## config.mk

```make
export PLATFORM = sky130hd
export DESIGN_NAME = wtc_timer
export DESIGN_NICKNAME = d
export VERILOG_FILES = /design/src/wtc_timer.v /design/src/wtc_prescaler.v
export VERILOG_INCLUDE_DIRS = /design/src
export SDC_FILE = /design/constraint.sdc
export NUM_CORES = 1
export LEC_CHECK = 0
export BUFFER_PORTS_ARGS = -buffer_cell sky130_fd_sc_hd__clkbuf_2
export CORE_MARGIN = 1.5
export CORE_UTILIZATION = 50
export CTS_BUF_LIST = sky130_fd_sc_hd__clkbuf_2
export CTS_CLUSTER_DIAMETER = 60
export CTS_CLUSTER_SIZE = 12
export DETAILED_ROUTE_END_ITERATION = 10
export PLACE_DENSITY = 0.76
export SLEW_MARGIN = 10
export SYNTH_ARGS = -nofsm -noshare
export SYNTH_HDL_FRONTEND = slang
export SYNTH_SLANG_ARGS = --single-unit
```

## constraint.sdc

```tcl
create_clock -name REF_CLK -period 3.6 [get_ports REF_CLK]
set_clock_uncertainty 0.15 [all_clocks]
set_input_delay 0.72 -clock REF_CLK [delete_from_list [all_inputs] [get_ports REF_CLK]]
set_output_delay 0.72 -clock REF_CLK [all_outputs]
set_load 0.005 [all_outputs]
```

## src/wtc_map.vh

```
// register map, field positions, reset values and timing counts of the wide timer
// assumes a 32-bit axi4-lite register bus, one aligned word per register
`ifndef WTC_MAP_VH
`define WTC_MAP_VH

// byte offsets
`define WTC_OFF_LOW 8'h00
`define WTC_OFF_HIGH 8'h04
`define WTC_OFF_CTRL 8'h08
`define WTC_OFF_FLAG 8'h0c
`define WTC_OFF_ENABLE 8'h10
`define WTC_OFF_CLKSEL 8'h14

// control register fields
`define WTC_CTRL_ON 0
`define WTC_CTRL_SRC 1
`define WTC_CTRL_SYNC 2
`define WTC_CTRL_OSCEN 3
`define WTC_CTRL_PS_LO 4
`define WTC_CTRL_PS_HI 5
`define WTC_CTRL_RUN 6

// flag and enable registers
`define WTC_FLAG_OVF 0

// clock select field: 01 means the timer oscillator drives the system clock
`define WTC_SCS_TIMER_OSC 2'h1

// reset values
`define WTC_CTRL_RST 6'h00
`define WTC_CNT_RST 16'h0000

// timing: system clock period and instruction cycle length
`define WTC_CLK_PERIOD_NS 100
`define WTC_INSTR_CYCLE_NS 400
`define WTC_INSTR_CLKS (`WTC_INSTR_CYCLE_NS / `WTC_CLK_PERIOD_NS)

`endif

```

## src/wtc_timer.v

```verilog
// wtc_timer: 16-bit timer/counter with axi4-lite registers and overflow interrupt
// assumes all inputs synchronous to REF_CLK; one write and one read at a time
//
// Function
// - counter is two readable writable byte registers
// - counts 0000h to FFFFh then wraps
// - overflow sets sticky flag bit 0
// - enable bit 0 gates the interrupt
// - timer oscillator may clock system
// - status bit set while clock select 01 and timer oscillator active
// - status bit tracks actual clock source
// - source select: instruction cycle or external edges
// - counts only while counter_on set
// - two-bit prescaler 1, 2, 4, 8
// - special event trigger clears counter
`timescale 1ns/1ps
`include "wtc_map.vh"

module wtc_timer (
    // clock and reset
    input wire REF_CLK,
    input wire ARST_N,
    // axi4-lite write address
    input wire [7:0] S_AXI_AWADDR,
    input wire S_AXI_AWVALID,
    output wire S_AXI_AWREADY,
    // axi4-lite write data
    input wire [31:0] S_AXI_WDATA,
    input wire [3:0] S_AXI_WSTRB,
    input wire S_AXI_WVALID,
    output wire S_AXI_WREADY,
    // axi4-lite write response
    output reg [1:0] S_AXI_BRESP,
    output reg S_AXI_BVALID,
    input wire S_AXI_BREADY,
    // axi4-lite read address
    input wire [7:0] S_AXI_ARADDR,
    input wire S_AXI_ARVALID,
    output wire S_AXI_ARREADY,
    // axi4-lite read data
    output reg [31:0] S_AXI_RDATA,
    output reg [1:0] S_AXI_RRESP,
    output reg S_AXI_RVALID,
    input wire S_AXI_RREADY,
    // counter inputs
    input wire EXT_CLK_IN,
    input wire SPECIAL_EVENT_RESET,
    // system clock status from the clock unit
    input wire [1:0] SYSTEM_CLOCK_SELECT,
    input wire SECONDARY_OSC_ACTIVE,
    // outputs
    output wire SECONDARY_OSC_ENABLE,
    output wire IRQ
);

    localparam ST_IDLE = 3'b001;
    localparam ST_RESP = 3'b010;
    localparam ST_WAIT = 3'b100;

    // word address decode, shared by read and write paths
    function [2:0] reg_index;
        input [7:0] addr;
        begin
            case ({addr[7:2], 2'b00})
                `WTC_OFF_LOW: reg_index = 3'd0;
                `WTC_OFF_HIGH: reg_index = 3'd1;
                `WTC_OFF_CTRL: reg_index = 3'd2;
                `WTC_OFF_FLAG: reg_index = 3'd3;
                `WTC_OFF_ENABLE: reg_index = 3'd4;
                `WTC_OFF_CLKSEL: reg_index = 3'd5;
                default: reg_index = 3'd7;
            endcase
        end
    endfunction

    reg [15:0] wide_counter_r;
    reg [15:0] wide_counter_nxt;
    reg [5:0] ctrl_r;
    reg [5:0] ctrl_nxt;
    reg wide_overflow_flag_r;
    reg wide_overflow_flag_nxt;
    reg wide_overflow_enable_r;
    reg wide_overflow_enable_nxt;
    reg [1:0] instr_div_r;
    reg ext_prev_r;
    reg [2:0] wr_state_r;
    reg [2:0] wr_state_nxt;
    reg aw_held_r;
    reg w_held_r;
    reg [7:0] aw_addr_r;
    reg [31:0] w_data_r;
    reg [3:0] w_strb_r;

    wire counter_on = ctrl_r[`WTC_CTRL_ON];
    wire counter_source_select = ctrl_r[`WTC_CTRL_SRC];
    wire [1:0] input_prescale_select = ctrl_r[`WTC_CTRL_PS_HI:`WTC_CTRL_PS_LO];
    wire instr_tick = (instr_div_r == (`WTC_INSTR_CLKS - 1));
    wire ext_rise = EXT_CLK_IN && !ext_prev_r;
    wire raw_tick = counter_on && (counter_source_select ? ext_rise : instr_tick);
    wire count_tick;
    // status follows live clock-unit state, so a failed oscillator shows at once
    wire secondary_clock_status = (SYSTEM_CLOCK_SELECT == `WTC_SCS_TIMER_OSC)
        && SECONDARY_OSC_ACTIVE;

    // prescaler restarts when the counter is written, as a fresh count expects
    wire cnt_write;

    wtc_prescaler u_prescaler (
        .clk(REF_CLK),
        .arst_n(ARST_N),
        .clear(cnt_write || !counter_on),
        .ratio_sel(input_prescale_select),
        .tick_in(raw_tick),
        .tick_out(count_tick)
    );

    assign SECONDARY_OSC_ENABLE = ctrl_r[`WTC_CTRL_OSCEN];
    assign IRQ = wide_overflow_flag_r && wide_overflow_enable_r;

    // write channel: take address and data in either order, then answer
    wire aw_have = aw_held_r || S_AXI_AWVALID;
    wire w_have = w_held_r || S_AXI_WVALID;
    wire [7:0] wr_addr = aw_held_r ? aw_addr_r : S_AXI_AWADDR;
    wire [31:0] wr_data = w_held_r ? w_data_r : S_AXI_WDATA;
    wire [3:0] wr_strb = w_held_r ? w_strb_r : S_AXI_WSTRB;
    wire wr_fire = (wr_state_r == ST_IDLE) && aw_have && w_have;
    wire [2:0] wr_idx = reg_index(wr_addr);
    wire wr_lane0 = wr_fire && wr_strb[0];

    assign S_AXI_AWREADY = (wr_state_r == ST_IDLE) && !aw_held_r;
    assign S_AXI_WREADY = (wr_state_r == ST_IDLE) && !w_held_r;
    assign cnt_write = wr_lane0 && (wr_idx == 3'd0 || wr_idx == 3'd1);

    always @* begin
        wr_state_nxt = wr_state_r;
        case (wr_state_r)
            ST_IDLE: begin
                if (wr_fire) begin
                    wr_state_nxt = ST_RESP;
                end
            end
            ST_RESP: begin
                if (S_AXI_BREADY) begin
                    wr_state_nxt = ST_IDLE;
                end
            end
            default: wr_state_nxt = ST_IDLE;
        endcase
    end

    // counter next value: write beats special event reset beats counting
    always @* begin
        wide_counter_nxt = wide_counter_r;
        if (SPECIAL_EVENT_RESET) begin
            wide_counter_nxt = `WTC_CNT_RST;
        end else if (count_tick) begin
            wide_counter_nxt = wide_counter_r + 16'h0001;
        end
        if (wr_lane0 && wr_idx == 3'd0) begin
            wide_counter_nxt[7:0] = wr_data[7:0];
        end
        if (wr_lane0 && wr_idx == 3'd1) begin
            wide_counter_nxt[15:8] = wr_data[7:0];
        end
    end

    always @* begin
        ctrl_nxt = ctrl_r;
        wide_overflow_enable_nxt = wide_overflow_enable_r;
        wide_overflow_flag_nxt = wide_overflow_flag_r;
        if (wr_lane0 && wr_idx == 3'd2) begin
            ctrl_nxt = wr_data[5:0];
        end
        if (wr_lane0 && wr_idx == 3'd4) begin
            wide_overflow_enable_nxt = wr_data[`WTC_FLAG_OVF];
        end
        if (wr_lane0 && wr_idx == 3'd3 && wr_data[`WTC_FLAG_OVF]) begin
            wide_overflow_flag_nxt = 1'b0;
        end
        // set wins over a same-cycle clear
        if (count_tick && !SPECIAL_EVENT_RESET && wide_counter_r == 16'hffff) begin
            wide_overflow_flag_nxt = 1'b1;
        end
    end

    always @(posedge REF_CLK or negedge ARST_N) begin
        if (!ARST_N) begin
            wide_counter_r <= `WTC_CNT_RST;
            ctrl_r <= `WTC_CTRL_RST;
            wide_overflow_flag_r <= 1'b0;
            wide_overflow_enable_r <= 1'b0;
            instr_div_r <= 2'h0;
            ext_prev_r <= 1'b0;
            wr_state_r <= ST_IDLE;
            aw_held_r <= 1'b0;
            w_held_r <= 1'b0;
            aw_addr_r <= 8'h00;
            w_data_r <= 32'h0000_0000;
            w_strb_r <= 4'h0;
            S_AXI_BVALID <= 1'b0;
            S_AXI_BRESP <= 2'h0;
        end else begin
            wide_counter_r <= wide_counter_nxt;
            ctrl_r <= ctrl_nxt;
            wide_overflow_flag_r <= wide_overflow_flag_nxt;
            wide_overflow_enable_r <= wide_overflow_enable_nxt;
            instr_div_r <= instr_tick ? 2'h0 : instr_div_r + 2'h1;
            ext_prev_r <= EXT_CLK_IN;
            wr_state_r <= wr_state_nxt;
            if (wr_fire) begin
                aw_held_r <= 1'b0;
                w_held_r <= 1'b0;
                S_AXI_BVALID <= 1'b1;
                S_AXI_BRESP <= (wr_idx == 3'd7 || wr_idx == 3'd5) ? 2'h2 : 2'h0;
            end else begin
                if (S_AXI_AWVALID && S_AXI_AWREADY) begin
                    aw_held_r <= 1'b1;
                    aw_addr_r <= S_AXI_AWADDR;
                end
                if (S_AXI_WVALID && S_AXI_WREADY) begin
                    w_held_r <= 1'b1;
                    w_data_r <= S_AXI_WDATA;
                    w_strb_r <= S_AXI_WSTRB;
                end
                if (S_AXI_BVALID && S_AXI_BREADY) begin
                    S_AXI_BVALID <= 1'b0;
                end
            end
        end
    end

    // read channel: one outstanding read, data registered
    reg [31:0] rd_word;
    wire [2:0] rd_idx = reg_index(S_AXI_ARADDR);
    assign S_AXI_ARREADY = !S_AXI_RVALID;

    always @* begin
        rd_word = 32'h0000_0000;
        case (rd_idx)
            3'd0: rd_word[7:0] = wide_counter_r[7:0];
            3'd1: rd_word[7:0] = wide_counter_r[15:8];
            3'd2: rd_word[7:0] = {1'b0, secondary_clock_status, ctrl_r};
            3'd3: rd_word[0] = wide_overflow_flag_r;
            3'd4: rd_word[0] = wide_overflow_enable_r;
            3'd5: rd_word[1:0] = SYSTEM_CLOCK_SELECT;
            default: rd_word = 32'h0000_0000;
        endcase
    end

    always @(posedge REF_CLK or negedge ARST_N) begin
        if (!ARST_N) begin
            S_AXI_RVALID <= 1'b0;
            S_AXI_RDATA <= 32'h0000_0000;
            S_AXI_RRESP <= 2'h0;
        end else if (S_AXI_ARVALID && S_AXI_ARREADY) begin
            S_AXI_RVALID <= 1'b1;
            S_AXI_RDATA <= rd_word;
            S_AXI_RRESP <= (rd_idx == 3'd7) ? 2'h2 : 2'h0;
        end else if (S_AXI_RVALID && S_AXI_RREADY) begin
            S_AXI_RVALID <= 1'b0;
        end
    end

endmodule // wtc_timer

```

## src/wtc_prescaler.v

```verilog
// wtc_prescaler: divides count ticks by 1, 2, 4 or 8 ahead of the wide counter
// assumes tick_in is a one-cycle pulse on the system clock
`timescale 1ns/1ps

module wtc_prescaler (
    // clock and reset
    input wire clk,
    input wire arst_n,
    // control
    input wire clear,
    input wire [1:0] ratio_sel,
    input wire tick_in,
    // output
    output reg tick_out
);

    reg [2:0] div_r;
    reg [2:0] div_nxt;
    reg [2:0] top;

    always @* begin
        case (ratio_sel)
            2'h0: top = 3'h0;
            2'h1: top = 3'h1;
            2'h2: top = 3'h3;
            default: top = 3'h7;
        endcase
    end

    always @* begin
        div_nxt = div_r;
        if (clear) begin
            div_nxt = 3'h0;
        end else if (tick_in) begin
            div_nxt = (div_r >= top) ? 3'h0 : div_r + 3'h1;
        end
    end

    always @(posedge clk or negedge arst_n) begin
        if (!arst_n) begin
            div_r <= 3'h0;
            tick_out <= 1'b0;
        end else begin
            div_r <= div_nxt;
            tick_out <= tick_in && !clear && (div_r >= top);
        end
    end

endmodule // wtc_prescaler

```

==> run summary, run 1 <==
post-synthesis sequential area ratio: 43.1%
global-route wire length before repair: 12.5 mm
Period minus WS final: 2.67 ns
Final Hold Fails: 0
number of synthesized flops with an enable pin: 0
die height: 87.9 µm
LEAKAGE: 1.82 nW
CP endpoint: S_AXI_RDATA[0]
peak supply drop: 0.356 mV
hold_sp: EXT_CLK_IN
setup_tns: 0 ns
Slew HR: 51.8%
WHS: 0.190 ns
largest net degree at the start of global routing: 43
Avg Cell Area, Syn: 9.87 µm²
Chip Width: 87.9 µm
r2r setup slk: 0.99 ns
commonest non-fill, non-tap cell in the layout: dfrtp_1
GPL Wtd Cong: 0.859
routed length per instance: 14.6 µm
Non-Filler Instances: 518
vias per inst: 5.55
top cell type's share of synthesized area: 42.4%
worst hold path type: input port to flop
vias in the first global route: 2679
drt total wl: 7.56 mm
dpl cell area: 3850 µm²
TritonCTS clock tree: yes
CP endpoint kind: flop
placed insts: 501
num rows: 30
gr busiest metal: met2
Final nets: 488
GR Util met2: 32.7%
H-tree depth: 3
Layout Cell Area excl Fill: 3990 µm²
Ports: 107
CTS Buf Count: 9
starting density of the core: 52.4%
DRC: 0
root buf cell: clkbuf_2
initial antenna violation count: 0
max-cap violations: 0
post-cts gate resize count: 0
Reg-to-Reg End: wide_counter_r[9]
Req. time, crit path: 3.87 ns
RSZ-0062 raised after global routing: false
Critical Path AT: 2.93 ns
synthesized flop and latch total: 62
port bufs: 49
WS Path Type: input port to flop
DR vias: 2877
core area: 6870 µm²
Ys Warns: 0
Worst-path clk slew: 0.17 ns
Synth-to-Final Area Change: 10.7%
top cells by area, synth: dfrtp_1, mux2_2, buf_4, nand2_1, nor2_1
DR pass1 iterations: 5
final setup violation count: 0
crit path launch: S_AXI_ARADDR[5]
area leader, netlist: dfrtp_1
overall global routing resource usage: 21.4%
hpwl dp: 5.57 mm
worst slew pin tran: 0.723 ns
R2R cell count: 5
Clock Sinks: 62
Hold Crit Depth: 1
die area: 7720 µm²
met1 Resource Use GR: 28.7%
most frequent cells in the layout: dfrtp_1, clkbuf_2, nand2_1
Longest Clk Path Bufs: 2
Critical R2R Launch: wr_state_r[0]
Synth Instances: 365
Setup crit start kind: input port
diode count: 0
global route overflow: 0
async set or reset register ratio after synthesis: 100%
fin crit share: 74.0%
Iter 0 DRT Violations: 166
Filler cells: 626
Layout Utilization: 58.0%
status: completed
post-synth cell types: 51
GR Layer Usage met3: 5.18%
Slew Viols, Final: 0
Power Density: 488 nW/µm²
Post-DRT Antenna Nets: 0
Max Fclk: 0.375 GHz
synthesized area: 3600 µm²
layout cell share with drive strength beyond 1: 25.1%
clk_lat worst skew: 0.49 ns
Crit Path Max Fanout: 9
ys flop type: dfrtp_1
==> per-stage QoR <==
stage / power (mW) / worst slack [ns]
after detailed placement: 1.48 / 0.444
final: 1.95 / 0.934
after floorplan: 1.32 / 0.666
after global routing: 2.07 / 0.770
after global placement: 1.45 / 0.581
after CTS: 1.96 / 0.963
==> cell type report <==
type                       count  area (µm²)  area share, %
multi-input combinational    278        1850           46.5
tap                           96         120           3.01
timing repair buffer          54         285           7.16
sequential                    62        1550           39.0
clock buffer                  11        55.1           1.38
clock inverter                 5        73.8           1.85
inverter                      12        45.0           1.13
==> what timing repair did <==
item | 4_1_cts | 5_1_grt
setup endpoints to repair | 0 | 0
endpoints found under the hold margin | 3 | 0
hold buffers | 1 | 0
buffers inserted | 0 | 0
==> where the power goes <==
part | switching, mW | internal (mW)
Sequential | 0.122 | 0.837
Combinational | 0.254 | 0.248
Clock | 0.253 | 0.232
Total | 0.629 | 1.32
==> cells in the mapped netlist, drive strengths merged, types with 2 or more instances <==
master,count
and3,3
a21oi,14
inv,12
nor2b,7
nor3,7
o22ai,2
nand3,7
dfrtp,61
o21ai,15
nand4,5
or3,4
a22oi,6
a221oi,2
clkbuf,8
nor3b,2
xor2,6
nor4,7
a32o,2
nand2b,8
mux2i,7
a311oi,2
nor4b,4
nand2,39
mux2,32
o31ai,12
xnor2,6
ha,7
or2,2
buf,30
a222oi,4
nor2,26
nand3b,4
==> critical path, stage by stage <==
cell	delay, ns
clkbuf_2	0.09
or3_1	0.47
or2_2	0.33
ha_1	0.29
nor4b_1	0.52
a32o_1	0.25
a21oi_1	0.05
a211oi_1	0.22
==> sequential cells by signal, indices dropped and copies added, names as in the netlist, 2 cells and up <==
signal             cells
w_data_r               8
instr_div_r            2
wide_counter_r        16
u_prescaler.div_r      3
aw_addr_r              6
wr_state_r             2
ctrl_r                 6
S_AXI_RDATA            8
==> kinds of logic (layout without fill, tap and decap cells) <==
| kind of cell | Yosys count | count (layout) | synth area share, % |
|---|---|---|---|
| muxes | 39 | 39 | 12.0 |
| DFF | 62 | 62 | 43.1 |
| other | 1 | 26 | 0.104 |
| adders and majority gates | 7 | 7 | 2.43 |
| buffers and inverters | 50 | 82 | 7.99 |
| AOI/OAI and AO/OA | 65 | 65 | 12.3 |
| xor gates and xnor gates | 12 | 12 | 2.92 |
| and+or+nand+nor | 129 | 129 | 19.2 |
==> layer usage <==
layer / wire length [µm] / part of all wire (%)
met1: 3540 / 47
met2: 3410 / 45
met3: 498 / 6.6
met4: 124 / 1.6
met5: 0 / 0
==> how the worst min path moves through the flow <==
stage,to,slack (ns)
after floorplan,instr_div_r[0],0.25
after global placement,instr_div_r[0],0.26
after detailed placement,instr_div_r[0],0.29
after CTS,ext_prev_r,0.14
after global routing,ext_prev_r,0.15
final,ext_prev_r,0.19
No activity file was read; power rests on OpenSTA's default activity.
==> run 2: changes to the inputs <==
Settings changed: ABC_AREA from default to 1, PLACE_DENSITY 0.76 to 0.75.
Clock period 3.6 ns to 2.7 ns, I/O delays scaled along.
==> run summary, run 2 <==
worst hold path type: input port to flop
Post-DRT Antenna Nets: 0 (unchanged)
Power Density: 659 nW/µm² (+35%)
layout cell share with drive strength beyond 1: 15.3% (-9.9 points)
Setup Buffers After CTS: 0 (unchanged)
Setup crit start kind: flop
Synth Area in Compound Gates: 9.85% (-2.5 points)
synthesized area: 3940 µm² (+9.4%)
XOR/XNOR Fraction of Synth Area: 2.67% (-0.25 points)
Slew Viols, Final: 0 (unchanged)
max-cap violations: 0 (unchanged)
final setup violation count: 0 (unchanged)
fin crit share: 81.6%
hpwl dp: 6.34 mm (+14%)
crit-path cells: inv_2 -> nand2_1 -> nand2_2 -> nor2_4 -> inv_2 -> nor2_8 -> nand2_4 -> nand3_4 -> nand2_1 -> o21ai_1
commonest non-fill, non-tap cell in the layout: nand2_1
post-synthesis sequential area ratio: 39.4% (-3.7 points)
DR pass1 iterations: 5 (unchanged)
CP max stage cell: dfrtp_1
DRC: 0 (unchanged)
overall global routing resource usage: 21.5% (+0.097 points)
Hold Crit Depth: 2 (+1)
vias in the first global route: 3285 (+23%)
starting density of the core: 51.2% (-1.2 points)
largest net degree at the start of global routing: 39 (-9.3%)
Reg-to-Reg End: wide_counter_r[4]
Layout Utilization: 55.7% (-2.3 points)
peak supply drop: 0.545 mV (+53%)
Slew HR: 63.1% (+11 points)
setup_tns: 0 ns (unchanged)
Chip Width: 91.8 µm (+4.4%)
Worst-path clk slew: 0.21 ns (+0.04 ns)
Ports: 107 (unchanged)
initial antenna violation count: 0 (unchanged)
post-synth cell types: 40 (-22%)
CP endpoint kind: flop
Period minus WS final: 2.20 ns
Synth-to-Final Area Change: 8.70%
die area: 8420 µm² (+9.1%)
async set or reset register ratio after synthesis: 100% (unchanged)
global-route wire length before repair: 14.4 mm (+15%)
Reg with most FFs: wide_counter_r
Critical Path AT: 2.51 ns (-0.42 ns)
post-synthesis mux area share: 0% (-12 points)
Largest stage delay, worst path: 0.70 ns (+0.18 ns)
H-tree depth: 3 (unchanged)
root buf cell: clkbuf_2
Final nets: 669 (+37%)
status: completed
LEAKAGE: 2.29 nW (+26%)
Crit Path Max Fanout: 18 (+9)
r2r setup slk: 0.50 ns (-0.49 ns)
worst path bufs/invs: 2 (+1)
num rows: 32 (+6.7%)
post-cts gate resize count: 0 (unchanged)
vias per inst: 4.94 (-11%)
routed length per instance: 12.0 µm (-18%)
CP delay by family, top: simple AND/OR/NAND/NOR gates
CTS Buf Count: 9 (unchanged)
RSZ-0062 raised after global routing: false
CTS Hold Buffers Added: 2 (+1)
largest family of logic cells by synthesized area: simple AND/OR/NAND/NOR gates
Longest Clk Path Bufs: 2 (unchanged)
die height: 91.8 µm (+4.4%)
port bufs: 49 (unchanged)
global route overflow: 0 (unchanged)
Max Fclk: 0.454 GHz
max FFs per register: 16 (unchanged)
biggest regs: wide_counter_r (16), S_AXI_RDATA (8), w_data_r (8)
Synth Instances: 546 (+50%)
worst slew pin tran: 0.547 ns (-0.175 ns)
cell with the most instances after synthesis: nand2_1
Hold Path Sink: S_AXI_RVALID
drt total wl: 8.49 mm (+12%)
Iter 0 DRT Violations: 270 (+63%)
ys flop type: dfrtp_1
hold_sp: S_AXI_RREADY
Final Hold Fails: 0 (unchanged)
TritonCTS clock tree: yes
top cell type's share of synthesized area: 38.8% (-3.6 points)
WP depth: 10 (+2)
WS Path Type: flop to flop
PnR worst setup slack: 0.496 ns (-0.438 ns)
synthesized flop and latch total: 62 (unchanged)
diode count: 0 (unchanged)
most frequent cells in the layout: nand2_1, inv_1, dfrtp_1
GPL Wtd Cong: 0.924 (+7.5%)
Req. time, crit path: 3.01 ns (-0.86 ns)
top cells by area, synth: dfrtp_1, nand2_1, inv_1, o21ai_0, buf_4
Clock Sinks: 62 (unchanged)
Ys Warns: 0 (unchanged)
Commonest cells post-synth: nand2_1, inv_1, dfrtp_1
number of synthesized flops with an enable pin: 0 (unchanged)
area leader, netlist: dfrtp_1
Critical R2R Launch: w_held_r
DR vias: 3482 (+21%)
R2R cell count: 10 (+5)
clk_lat worst skew: 0.51 ns (+0.02 ns)
Synth Area in Adders: 2.22% (-0.21 points)
pre-CTS WS: 0.303 ns (-0.141 ns)
core area: 7690 µm² (+12%)
Avg Cell Area, Syn: 7.21 µm² (-27%)
simple logic cell fraction of the synthesized area: 31.7% (+13 points)
-- run 2: layout make-up --
| type | count | area, µm² |
|---|---|---|
| clock buffer | 10 | 50.0 |
| inverter | 74 | 280 |
| tap | 102 | 128 |
| multi-input combinational | 398 | 1930 |
| clock inverter | 6 | 62.6 |
| sequential | 62 | 1550 |
| timing repair buffer | 53 | 280 |
| fill | 797 | 3410 |
-- run 2: worst max-delay path by stage --
stage                    startpoint           endpoint  slack [ns]
finish                     w_held_r  wide_counter_r[4]        0.50
floorplan           S_AXI_ARADDR[7]     S_AXI_RDATA[0]        0.69
detailed placement  S_AXI_ARADDR[5]     S_AXI_RDATA[6]        0.30
global route               w_held_r  wide_counter_r[2]        0.27
global placement    S_AXI_ARADDR[7]     S_AXI_RDATA[2]        0.40
CTS                        w_held_r       S_AXI_WREADY        0.49
-- run 2: routing by layer --
metal  GRT usage (%)  routed length (µm)  vias up  part of all wire, %
li1                -                   -     1773                    -
met4            7.56                 138        0                  1.6
met3            5.14                 486       16                  5.7
met2            35.2                3910      110                   46
met1            27.7                3950     1583                   47
met5               0                   0        -                    0
-- run 2: cells by family after synthesis --
logic type / count (synthesis)
compound gates: 73
fa+ha+maj: 7
flops: 62
buf+inv: 111
simple gates: 280
xor+xnor: 12
other cells: 1
-- run 2: stage by stage --
step	total power, mW	hold slack [ns]	cell area (µm²)	std cells
6_report	2.82	0.0408	4280	705
5_1_grt	3.05	0.00293	4280	705
4_1_cts	2.84	0.0137	4280	705
3_5_place_dp	2.26	0.274	4150	687
3_3_place_gp	2.21	0.264	4150	687
2_1_floorplan	2.02	0.0944	4030	571
-- run 2: where the power goes --
part | switching [mW] | internal [mW] | total [mW]
Combinational | 0.579 | 0.309 | 0.888
Clock | 0.367 | 0.214 | 0.581
Sequential | 0.206 | 1.15 | 1.35
